--- src/hw/slf_regs.svh ---
`ifndef SLF_REGS_SVH
`define SLF_REGS_SVH

// Clock period of the block clock
`define SLF_CLK_PERIOD_NS    64'd10

// Outage thresholds, milliseconds
`define SLF_LONG_THRESH_MS   64'd10000
`define SLF_SHORT_THRESH_MS  64'd1500

// Power-on reset delay and rail restart delay, microseconds
`define SLF_POR_DELAY_US     64'd85000
`define SLF_RAIL_RESTART_US  64'd1000

// Least width of a flag clear pulse, nanoseconds
`define SLF_CLEAR_MIN_NS     64'd10000

// Cycle counts derived from the times above
`define SLF_LONG_CYC   (`SLF_LONG_THRESH_MS * 64'd1000000 / `SLF_CLK_PERIOD_NS)
`define SLF_SHORT_CYC  (`SLF_SHORT_THRESH_MS * 64'd1000000 / `SLF_CLK_PERIOD_NS)
`define SLF_POR_CYC    (`SLF_POR_DELAY_US * 64'd1000 / `SLF_CLK_PERIOD_NS)
`define SLF_RAIL_CYC   (`SLF_RAIL_RESTART_US * 64'd1000 / `SLF_CLK_PERIOD_NS)
`define SLF_CLEAR_CYC  ((`SLF_CLEAR_MIN_NS + `SLF_CLK_PERIOD_NS - 64'd1) / `SLF_CLK_PERIOD_NS)

`endif

--- src/hw/slf_pkg.sv ---
package slf_pkg;

  // Power sequence phases
  typedef enum logic [2:0] {
    ST_OUTAGE,
    ST_RAIL_WAIT,
    ST_POR_WAIT,
    ST_RUN
  } slf_state_t;

  // Outage duration classes
  typedef enum logic [1:0] {
    CLS_SHORT,
    CLS_MEDIUM,
    CLS_LONG
  } slf_class_t;

  // Whole state of the block
  typedef struct packed {
    slf_state_t  state;
    slf_class_t  cls;
    logic [31:0] out_cnt;
    logic [31:0] dly_cnt;
    logic        clr_s1;
    logic        clr_s2;
    logic [15:0] clr_cnt;
    logic        clr_done;
    logic        rails;
    logic        rst_n;
    logic        long_f;
    logic        short_f;
  } slf_reg_t;

endpackage : slf_pkg

--- src/hw/slf_flags.sv ---
// Summary of operation
// - Two thresholds sort outages into three classes
// - Supply drop turns rails off, asserts reset
// - Supply drop drives both flags low
// - Recovery: rails after delay, then reset release
// - Flags held low until reset released
// - Long outage: long flag low, short high
// - Long case: clear pulse raises long flag
// - Medium outage: both flags high
// - Medium case: clear pulse changes nothing
// - Short outage: long flag high, short low
// - Short case: clear pulse raises short flag
// - Reset releases 85 ms after rail up
`timescale 1ns/1ps
`default_nettype none
`include "slf_regs.svh"

module slf_flags #(
  parameter logic [31:0] LONG_CYC  = 32'(`SLF_LONG_CYC),
  parameter logic [31:0] SHORT_CYC = 32'(`SLF_SHORT_CYC),
  parameter logic [31:0] POR_CYC   = 32'(`SLF_POR_CYC),
  parameter logic [31:0] RAIL_CYC  = 32'(`SLF_RAIL_CYC)
) (
  input  wire logic clk,
  input  wire logic arst_n,
  input  wire logic clk_en,
  input  wire logic supply_ok,
  input  wire logic flag_clear_in,
  output var  logic rail_one,
  output var  logic rail_two,
  output var  logic rail_four,
  output var  logic system_reset_n,
  output var  logic long_outage_flag,
  output var  logic short_outage_flag
);
  import slf_pkg::*;

  // Accepted clear width in cycles; short enough to stay a define
  localparam logic [15:0] CLR_CYC = 16'(`SLF_CLEAR_CYC);

  slf_reg_t r_reg;    // Registered state
  slf_reg_t r_next;   // Next state
  logic     clr_fire; // One-cycle accept of a filtered clear

  // Maps the outage count onto a duration class
  function automatic slf_class_t classify(input logic [31:0] cnt);
    slf_class_t c;
    c = CLS_SHORT;
    if (cnt >= LONG_CYC) begin
      c = CLS_LONG;
    end else if (cnt >= SHORT_CYC) begin
      c = CLS_MEDIUM;
    end
    return c;
  endfunction : classify

  // Clear accepted once, at the cycle its width reaches the minimum
  assign clr_fire = r_reg.clr_s2 && !r_reg.clr_done &&
                    (r_reg.clr_cnt == CLR_CYC - 16'h1);

  // Next-state logic for the whole block
  always_comb begin
    r_next = r_reg;
    // Synchroniser: the first stage feeds only the second
    r_next.clr_s1 = flag_clear_in;
    r_next.clr_s2 = r_reg.clr_s1;
    // Width filter on the synchronised clear
    if (!r_reg.clr_s2) begin
      r_next.clr_cnt  = 16'h0;
      r_next.clr_done = 1'b0;
    end else if (clr_fire) begin
      r_next.clr_done = 1'b1;
    end else if (r_reg.clr_cnt != CLR_CYC - 16'h1) begin
      r_next.clr_cnt = r_reg.clr_cnt + 16'h1;
    end
    if (!supply_ok) begin
      // Any supply loss restarts the sequence, whatever the phase
      if (r_reg.state != ST_OUTAGE) begin
        // The first low cycle already counts, so a threshold is exact
        r_next.out_cnt = 32'h1;
      end else if (r_reg.out_cnt < LONG_CYC) begin
        // Saturate: past the long threshold the length no longer matters
        r_next.out_cnt = r_reg.out_cnt + 32'h1;
      end
      r_next.state   = ST_OUTAGE;
      r_next.rails   = 1'b0;
      r_next.rst_n   = 1'b0;
      r_next.long_f  = 1'b0;
      r_next.short_f = 1'b0;
    end else begin
      case (r_reg.state)
        ST_OUTAGE: begin
          // Supply back: fix the class now, before counters are reused
          r_next.cls     = classify(r_reg.out_cnt);
          r_next.dly_cnt = 32'h0;
          r_next.state   = ST_RAIL_WAIT;
        end
        ST_RAIL_WAIT: begin
          // Rails come up once the restart delay has run out
          if (r_reg.dly_cnt >= RAIL_CYC - 32'h1) begin
            r_next.rails   = 1'b1;
            r_next.dly_cnt = 32'h0;
            r_next.state   = ST_POR_WAIT;
          end else begin
            r_next.dly_cnt = r_reg.dly_cnt + 32'h1;
          end
        end
        ST_POR_WAIT: begin
          // Reset held low until the power-on delay has run out
          if (r_reg.dly_cnt >= POR_CYC - 32'h1) begin
            r_next.rst_n = 1'b1;
            r_next.state = ST_RUN;
            case (r_reg.cls)
              CLS_LONG: begin
                r_next.long_f  = 1'b0;
                r_next.short_f = 1'b1;
              end
              CLS_MEDIUM: begin
                r_next.long_f  = 1'b1;
                r_next.short_f = 1'b1;
              end
              default: begin
                r_next.long_f  = 1'b1;
                r_next.short_f = 1'b0;
              end
            endcase
          end else begin
            r_next.dly_cnt = r_reg.dly_cnt + 32'h1;
          end
        end
        ST_RUN: begin
          // A clear only raises flags; high flags stay high
          if (clr_fire) begin
            r_next.long_f  = 1'b1;
            r_next.short_f = 1'b1;
          end
        end
        default: begin
          // Unused codes fall back to a fresh outage
          r_next.state = ST_OUTAGE;
        end
      endcase
    end
  end

  // State register; clock enable freezes everything
  always_ff @(posedge clk or negedge arst_n) begin
    if (!arst_n) begin
      // First power-up is treated as a long outage
      r_reg          <= '0;
      r_reg.state    <= ST_OUTAGE;
      r_reg.cls      <= CLS_LONG;
      r_reg.out_cnt  <= LONG_CYC;
    end else if (clk_en) begin
      r_reg <= r_next;
    end
  end

  // Outputs straight from flip-flops
  always_comb begin
    rail_one          = r_reg.rails;
    rail_two          = r_reg.rails;
    rail_four         = r_reg.rails;
    system_reset_n    = r_reg.rst_n;
    long_outage_flag  = r_reg.long_f;
    short_outage_flag = r_reg.short_f;
  end
endmodule : slf_flags
`default_nettype wire

--- config.mk ---
export PLATFORM = sky130hd
export DESIGN_NAME = slf_flags
export DESIGN_NICKNAME = d
export VERILOG_FILES = /design/src/hw/slf_pkg.sv /design/src/hw/slf_flags.sv
export VERILOG_INCLUDE_DIRS = /design/src /design/src/hw
export SDC_FILE = /design/constraint.sdc
export NUM_CORES = 1
export LEC_CHECK = 0
export BUFFER_PORTS_ARGS = -buffer_cell sky130_fd_sc_hd__buf_2
export CAP_MARGIN = 20
export CORE_AREA = 2 2 127 98
export CTS_BUF_LIST = sky130_fd_sc_hd__clkbuf_4 sky130_fd_sc_hd__clkbuf_8
export DETAILED_ROUTE_END_ITERATION = 10
export DIE_AREA = 0 0 129 100
export PLACE_DENSITY_LB_ADDON = 0.05
export SYNTH_ARGS = -nofsm -noshare
export SYNTH_HDL_FRONTEND = slang
export SYNTH_SLANG_ARGS = --single-unit
--- constraint.sdc ---
create_clock -name clk -period 7 [get_ports clk]
set_input_delay 0.35 -clock clk [delete_from_list [all_inputs] [get_ports clk]]
set_output_delay 0.35 -clock clk [all_outputs]
set_load 0.05 [all_outputs]
=== After elaboration in Yosys (flattened, before gate mapping) ===
Cells that the tools add are included.

* Register bits after elaboration: 92
* Output and inout port bits: 6
* Logic and storage cells: 80

* $add $sub $neg: 3
* Order comparisons: 5
* Eq/ne operators: 20
* Muxes and demuxes: 23
* Bitwise logic cells: 1
* Reductions and logical operators: 16

{| class="wikitable"
|+ Operators by type and width
! kind !! number
|-
| 32-bit two-way mux || 4
|-
| 32-bit case mux with 3 select lines || 1
|-
| 32-bit by 1-bit adder with 32-bit output (second input constant) || 2
|-
| 32-bit by 17-bit greater-or-equal comparator with 1-bit output (second input constant) || 1
|-
| 32-bit by 24-bit greater-or-equal comparator with 1-bit output (second input constant) || 1
|-
| 32-bit by 28-bit greater-or-equal comparator with 1-bit output (second input constant) || 1
|-
| 32-bit by 30-bit greater-or-equal comparator with 1-bit output (second input constant) || 1
|-
| 32-bit by 30-bit < comparator with 1-bit output (second input constant) || 1
|-
| 16-bit two-way mux || 2
|-
| 17-bit two-way mux || 1
|-
| 16-bit by 1-bit adder with 16-bit output (second input constant) || 1
|-
| 16-bit by 10-bit == test with 1-bit output (second input constant) || 1
|-
| 16-bit by 10-bit inequality test with 1-bit output (second input constant) || 1
|-
| 3-bit AND reduction || 5
|-
| 3-bit two-way mux || 4
|-
| 2-bit by 1-bit inequality test with 1-bit output (second input constant) || 6
|-
| 3-bit case mux with 4 select lines || 1
|-
| 4-bit AND reduction || 3
|-
| 3-bit inequality test (second input constant) || 3
|-
| 2-bit case mux with 2 select lines || 2
|-
| 3-bit by 2-bit == test with 1-bit output (second input constant) || 2
|-
| 2-bit inequality test (second input constant) || 3
|-
| 3-bit nonzero test || 2
|-
| 1-bit two-way mux || 5
|-
| other kinds (12) || 14
|}

=== Depth between registers and ports, before layout ===
Gate-level depths: netlist of run 1.

* Word-level depth: 6
* Mapped depth: 9

=== Worst setup path after synthesis of run 1 ===
No wires, ideal clock.

* Path type: register -> register
* Start: register r_reg[49] in the netlist's numbering
* End: register r_reg[31] in the netlist's numbering
* Library setup time: 0.092 ns
* Arrival time: 2.279 ns
* Path slack: 4.629 ns
* Cell stages (with the launch flop): 9
* Buffers on the path: 2
* Clock period less this slack: 2.371 ns
* Path through: dfrtp_1 -> or4_4 -> or4_1 -> o21ai_1 -> nor2_1 -> or2_1 -> buf_2 -> buf_6 -> o31ai_2

* Longest elaborated chain between the ends: 3
* Elaborated cells between the ends (all ways): 6
* Classes of those cells: order compare: 2; eq/ne: 1; mux: 2; reduce/logical: 1

{| class="wikitable"
|+ Ends and longest elaborated chain
! item !! RTL line !! RTL
|-
| start: declaration || slf_flags.sv:41 || <nowiki>slf_reg_t r_reg;</nowiki>
|-
| start signal: assignment || slf_flags.sv:155 || <nowiki>r_reg <= r_next;</nowiki>
|-
| 32-bit by 17-bit greater-or-equal comparator with 1-bit output / 32-bit by 24-bit greater-or-equal comparator with 1-bit output (equally long branches) || slf_flags.sv:100, slf_flags.sv:110 ||
|-
| 32-bit two-way mux / 2-bit inequality test (equally long branches) || -- ||
|-
| 32-bit case mux with 3 select lines / 4-bit AND reduction (equally long branches) || -- ||
|}

Parallel ways exist; a longest one is shown, timed or not.
A chain may end at the register's enable or synchronous reset.

=== Worst setup path in the final report of run 1 ===
* Start: register r_reg[53] in the netlist's numbering
* End: register r_reg[33] in the netlist's numbering

The elaborated chain is that of the path after synthesis.

==> results of run 1 <==
[worst paths after layout]
check / end / slack, ns / depth (start not counted)
setup reg to reg: r_reg[33] / 4.03 / 6
max in group asynchronous: r_reg[40] / 5.45 / 3
hold reg to reg: r_reg[88] / 0.48 / 2
min in group asynchronous: r_reg[19] / 0.51 / 2
setup / recovery: r_reg[33] / 4.03 / 6
hold / removal: r_next[21] / 0.20 / 2
[area by class of cell]
| cell class | instances | area (um2) | share of cell area, % |
|---|---|---|---|
| clock buffers | 11 | 139 | 2.42 |
| inverters | 26 | 97.6 | 1.70 |
| flip-flops and latches | 91 | 2290 | 40.0 |
| repair buffers | 17 | 108 | 1.87 |
| multi-input cells | 447 | 2820 | 49.1 |
| well taps | 166 | 208 | 3.62 |
| clock inverters | 4 | 76.3 | 1.33 |
[per-layer routing]
layer	vias to the layer above	track usage [%]	wire, um
met3	18	3.84	452
met5	-	0	0
met1	2157	34.3	6970
li1	2195	-	-
met4	0	6.35	202
met2	99	27.2	5030
[logic make-up (layout without fill, tap and decap cells)]
group	Yosys count	in the layout	share of synthesized area [%]
muxes	4	4	0.844
buffers and inverters	56	58	4.39
adders and majority gates	9	9	2.11
AOI/OAI and AO/OA	131	131	16.9
and+or+nand+nor	277	277	28.4
DFF	91	91	43.0
xor gates and xnor gates	26	26	4.27
[critical path, cell delays in order, from the launching register on]
cell,delay (ns)
dfrtp_1,0.40
or4_1,0.59
and4bb_2,0.38
a41oi_2,0.12
buf_4,0.23
or2_1,0.64
o41ai_1,0.48
[through the flow]
stage,hold WS [ns],instance area (um2),instances,worst slack [ns]
after global routing,0.182,5740,762,3.85
after floorplan,0.0544,5330,594,4.63
after detailed placement,0.403,5520,746,4.05
final,0.201,5740,762,4.03
after CTS,0.186,5740,762,4.02
after global placement,0.389,5520,746,4.11
[power breakdown]
group          switching, mW  internal [mW]
Sequential            0.0656          0.585
Combinational          0.232          0.121
Clock                  0.190          0.208
Total                  0.487          0.914
[cell usage in the layout (no fill, tap or decap), types with 4 or more instances in the layout]
master / netlist / routed
xor2_1: 18 / 18
o21ai_1: 33 / 33
nor2_1: 49 / 48
xnor2_1: 8 / 8
inv_1: 26 / 26
and2_1: 10 / 10
nor3_1: 13 / 13
dfrtp_1: 77 / 77
o41ai_1: 4 / 4
nand2b_1: 5 / 5
a211oi_1: 6 / 5
a31oi_1: 9 / 9
ha_1: 9 / 9
nor2b_1: 7 / 7
or3_1: 7 / 7
a21oi_1: 21 / 21
clkbuf_8: 0 / 9
buf_2: 1 / 9
o211ai_1: 9 / 9
o31ai_2: 13 / 13
nor4_1: 19 / 19
dfstp_2: 14 / 14
o21ai_0: 11 / 11
nand2_1: 47 / 47
nand4_1: 27 / 27
nand3_1: 41 / 41
buf_4: 2 / 7
and4_1: 8 / 8
and3_1: 13 / 13
or4_1: 14 / 14
o21a_1: 10 / 10
[what timing repair did]
item	4_1_cts	5_1_grt
endpoints found under the hold margin	24	0
hold buffers	1	0
setup buffers	0	0
==> impl_metrics.json, run 1 <==
{
  "outcome": "complete, no violations",
  "grt_remaining_overflow": 0,
  "grt_usage_pct": 20.9,
  "holdCritPathClass": "in2reg",
  "startpoint_type": "flip-flop",
  "grt_max_degree": 47,
  "path_class": "reg2reg",
  "io_pins": 11,
  "drt_first_pass_iters": 4,
  "fmax_ghz": 0.337,
  "min_period_ns": 2.97,
  "numPortBuffers": 10,
  "final_util_pct": 48.4,
  "setup_viol": 0,
  "finalMaxSlewViolations": 0,
  "row_count": 35,
  "syn_nets": 608,
  "cts_buffer_depth": 2,
  "cp.required_ns": 7.25,
  "fillers": 1138,
  "critPathLaunch": "r_reg[53]",
  "final_layout_size_suffix_gt1_share_pct": 11.4,
  "cp_max_fo": 23,
  "cap_viol_max_count": 0,
  "ant_nets": 0,
  "endpoint_kind": "flip-flop",
  "fin_setup_tns_ns": 0,
  "yosys.area.top_type": "dfrtp_1",
  "dieArea_mm2": 0.0129,
  "die_y_um": 100,
  "async_flop_share_pct": 100,
  "wl_per_cell_um": 16.6,
  "die_x_um": 129,
  "grt_pass1_wl_um": 21500,
  "areaGrowthSynthToFinish_pct": 7.67,
  "leakagePower_nw": 2.29,
  "cts_resized": 0,
  "vias": 4469,
  "max-slew-margin-rel_pct": 22.0,
  "antenna_found_initial": 0,
  "cts_buffers": 9,
  "wl_um": 12600,
  "yosysWarnings": 0,
  "synthCells": 594,
  "yosys-top-cells-count": "dfrtp_1 (77), nor2_1 (49), nand2_1 (47)",
  "h-tree-depth": 3,
  "synth_edf_count": 0,
  "post-route-period-util_pct": 42.4,
  "num-nets-final": 606,
  "synthDistinctLibCells": 54,
  "syn_area_mm2": 0.00533,
  "arrival_ns": 3.22,
  "floorplan.initialDensity_pct": 44.9,
  "root_buffer": "clkbuf_8",
  "hold_viol": 0,
  "tightest_slew_ns": 1.17,
  "clk_pin_slew_ns": 0.09,
  "total_power_mw": 1.40,
  "synth_most_common_cell": "dfrtp_1",
  "place_congestion": 0.784,
  "cts_sinks": 91,
  "grt_pass1_vias": 4100,
  "netlist_top_cells_area": "dfrtp_1 (36%), dfstp_2 (6.9%), nand3_1 (3.8%), nor2_1 (3.4%), nand2_1 (3.3%)",
  "finClkSkew_ns": 0.0139,
  "largest_reg_flops": 86,
  "core_area_mm2": 0.0119,
  "r2r-start": "r_reg[53]",
  "dp_hpwl_um": 8900,
  "power.density_mw_per_mm2": 244,
  "vias_per_cell": 5.86,
  "clk_latency_ns": 0.38,
  "n_antenna_cell": 0,
  "yosysSeqAreaShare_pct": 43.0,
  "hold_start": "flag_clear_in",
  "avgSynthCellArea_um2": 8.98,
  "peakVddDrop_uv": 116,
  "drc_errors": 0,
  "rsz0062_at_grt": "false",
  "ys_ff_latch": 91,
  "drtIter0Drc": 333,
  "synth_top_area_share_pct": 36.1,
  "cts_tree": "yes",
  "synth_flop_cell": "dfrtp_1"
}
No activity file was read; power rests on OpenSTA's default activity.
==> run 2, diff against run 1 <==
--- a/config.mk
+++ b/config.mk
@@ -6,12 +6,13 @@
 export SDC_FILE = /design/constraint.sdc
 export NUM_CORES = 1
 export LEC_CHECK = 0
+export ABC_AREA = 1
 export BUFFER_PORTS_ARGS = -buffer_cell sky130_fd_sc_hd__buf_2
 export CAP_MARGIN = 20
-export CORE_AREA = 2 2 127 98
+export CORE_AREA = 2 2 137 106
 export CTS_BUF_LIST = sky130_fd_sc_hd__clkbuf_4 sky130_fd_sc_hd__clkbuf_8
 export DETAILED_ROUTE_END_ITERATION = 10
-export DIE_AREA = 0 0 129 100
+export DIE_AREA = 0 0 139 108
 export PLACE_DENSITY_LB_ADDON = 0.05
 export SYNTH_ARGS = -nofsm -noshare
 export SYNTH_HDL_FRONTEND = slang
==> constraint.sdc (replaced) <==
create_clock -name clk -period 2.9 [get_ports clk]
set_input_delay 0.145 -clock clk [delete_from_list [all_inputs] [get_ports clk]]
set_output_delay 0.145 -clock clk [all_outputs]
set_load 0.05 [all_outputs]
==> run 2 against run 1 <==
Effect of this change:
- critical endpoint is now r_reg[27]
- final cell count is 44% higher
- via count is 31% higher
- synthesized cell count is 55% higher
- wire length is 29% higher
- core utilization is 0.78 points higher
==> impl_metrics.json, run 2 <==
{
  "outcome": "complete, no violations",
  "endpoint_kind": "flip-flop",
  "min_period_ns": 2.41,
  "dp_hpwl_um": 11800,
  "finalMaxSlewViolations": 0,
  "p_int_mw": 1.93,
  "grt_usage_pct": 22.7,
  "io_pins": 11,
  "hold_start": "clk_en",
  "cts_post_setup_buffers_inserted": 0,
  "peakVddDrop_uv": 397,
  "setup_viol": 0,
  "leakagePower_nw": 3.10,
  "antenna_found_initial": 0,
  "synth_most_common_cell": "nand2_1",
  "synth_top_area_share_pct": 30.6,
  "avgSynthCellArea_um2": 6.82,
  "num-nets-final": 932,
  "multiInputGateArea_mm2": 0.00343,
  "dieArea_mm2": 0.0150,
  "max-slew-margin-rel_pct": 49.0,
  "yosys.area.top_type": "dfrtp_1",
  "synthDistinctLibCells": 41,
  "clk_pin_slew_ns": 0.10,
  "p_sw_mw": 1.14,
  "r2r-start": "r_reg[23]",
  "min_path_cells": 3,
  "wl_met3_um": 1020,
  "yosysSeqAreaShare_pct": 36.5,
  "ant_nets": 0,
  "cts_buffers": 9,
  "areaGrowthSynthToFinish_pct": 5.71,
  "p_clk_share_pct": 31.3,
  "synth_flop_cell": "dfrtp_1",
  "drtIter0Drc": 508,
  "syn_nets": 936,
  "cts_tree": "yes",
  "seq_power_share_pct": 44.9,
  "h-tree-depth": 3,
  "synthCells": 922,
  "swShare_pct": 37.2,
  "synth_edf_count": 0,
  "place_congestion": 0.910,
  "async_flop_share_pct": 100,
  "startpoint_type": "flip-flop",
  "top_layer": "met4",
  "root_buffer": "clkbuf_8",
  "worstReg2RegEnd": "r_reg[27]",
  "die_x_um": 139,
  "drc_errors": 0,
  "path_class": "reg2reg",
  "total_power_mw": 3.07,
  "worst-r2r-cell-count": 10,
  "cp_max_fo": 25,
  "n_antenna_cell": 0,
  "whs_ns": 0.0688,
  "dr_wl_met2_um": 6480,
  "vias_per_cell": 5.33,
  "grt_remaining_overflow": 0,
  "final_layout_size_suffix_gt1_share_pct": 8.88,
  "die_y_um": 108,
  "combPwrFrac_pct": 23.8,
  "drt_first_pass_iters": 5,
  "r2r_slack_ns": 0.49,
  "arrival_ns": 2.74,
  "netlist_top_cells_area": "dfrtp_1 (31%), nand2_1 (17%), nand3_1 (7.4%), nor2_1 (6.9%), dfstp_2 (5.8%)",
  "wl_per_cell_um": 14.8,
  "grt_pass1_wl_um": 27400,
  "ys_ff_latch": 91,
  "rsz0062_at_grt": "false",
  "fmax_ghz": 0.414,
  "holdCritPathClass": "in2reg",
  "post-route-period-util_pct": 83.3,
  "floorplan.initialDensity_pct": 46.5,
  "layout.cells.most_common": "nand2_1",
  "whs_endpoint": "r_next[21]",
  "final_cell_mix": "nand2_1 (283), nor2_1 (116), nand3_1 (93)",
  "syn_area_mm2": 0.00629,
  "clk_latency_ns": 0.38,
  "cts_resized": 0,
  "fillers": 1397,
  "cts_buffer_depth": 2,
  "grt_pass1_vias": 5459,
  "wl_um": 16300,
  "power.density_mw_per_mm2": 462,
  "core_area_mm2": 0.0135,
  "largest_reg_flops": 86,
  "hold_viol": 0,
  "m1WireLength_um": 8590,
  "yosysWarnings": 0,
  "final-seq-area_mm2": 0.00229,
  "finClkSkew_ns": 0.0128,
  "row_count": 37,
  "cp.required_ns": 3.22,
  "cts_sinks": 91,
  "grt_max_degree": 92,
  "vias": 5856,
  "cap_viol_max_count": 0,
  "yosys-top-cells-count": "nand2_1 (283), nor2_1 (116), nand3_1 (93)",
  "fin_setup_tns_ns": 0,
  "numPortBuffers": 10,
  "tightest_slew_ns": 0.765
}
[run 2: worst max path at each step]
stage                   start        end  cells past startpoint
floorplan           r_reg[23]  r_reg[32]                     11
global placement    r_reg[23]  r_reg[33]                     12
detailed placement  r_reg[23]  r_reg[27]                     10
CTS                 r_reg[23]  r_reg[27]                     10
global route        r_reg[23]  r_reg[26]                     12
finish              r_reg[23]  r_reg[27]                     10
[run 2: layout make-up]
class / count / area share (%)
flip-flops and latches: 91 / 34.5
well taps: 175 / 3.29
clock inverters: 6 / 1.15
repair buffers: 20 / 2.18
multi-input cells: 704 / 51.6
inverters: 92 / 5.19
clock buffers: 10 / 2.07
[run 2: repair_timing]
| item | CTS | global route |
|---|---|---|
| setup endpoints to repair | 0 | 0 |
| endpoints found under the hold margin | 78 | 0 |
| hold buffers | 2 | 0 |
[run 2: kinds of logic after synthesis]
family	count (synthesis)	synth area share, %
AND/OR/NAND/NOR	601	42.1
flip-flops	91	36.5
adder cells (fa/ha/maj)	9	1.79
XOR/XNOR	38	5.29
buffers and inverters	127	8.97
AO/OA/AOI/OAI	56	5.33
[run 2: metal layers]
metal | track usage, % | up-vias
met2 | 33.3 | 168
met4 | 5.48 | 0
met3 | 4.83 | 15
met1 | 34.3 | 2725
li1 | - | 2948
met5 | 0 | -
[run 2: power groups by stage]
| stage | registers [mW] | clock network, mW | logic [mW] |
|---|---|---|---|
| 3_3_place_gp | 1.40 | 0 | 0.714 |
| 6_report | 1.38 | 0.960 | 0.731 |
| 3_5_place_dp | 1.40 | 0 | 0.726 |
| 2_1_floorplan | 1.41 | 0 | 0.487 |
| 4_1_cts | 1.38 | 0.997 | 0.731 |
| 5_1_grt | 1.39 | 1.05 | 0.807 |
[run 2: stage by stage]
step                setup WS (ns)  util (%)  area [um2]  cells
detailed placement          0.521      47.4        6410   1080
CTS                         0.499      49.2        6650   1098
global route                0.252      49.2        6650   1098
global placement            0.678      47.4        6410   1080
floorplan                    1.20         -        6290    922
finish                      0.485      49.2        6650   1098
[run 2: critical path, cell delays in order, from the launching register on]
cell	delay, ns
dfrtp_1	0.41
ha_1	0.29
nand3_1	0.18
nor2_1	0.06
o21ai_0	0.18
nand2_1	0.11
nand2_1	0.11
nand2_2	0.10
a21boi_4	0.62
nand3_1	0.17
nand2_1	0.10
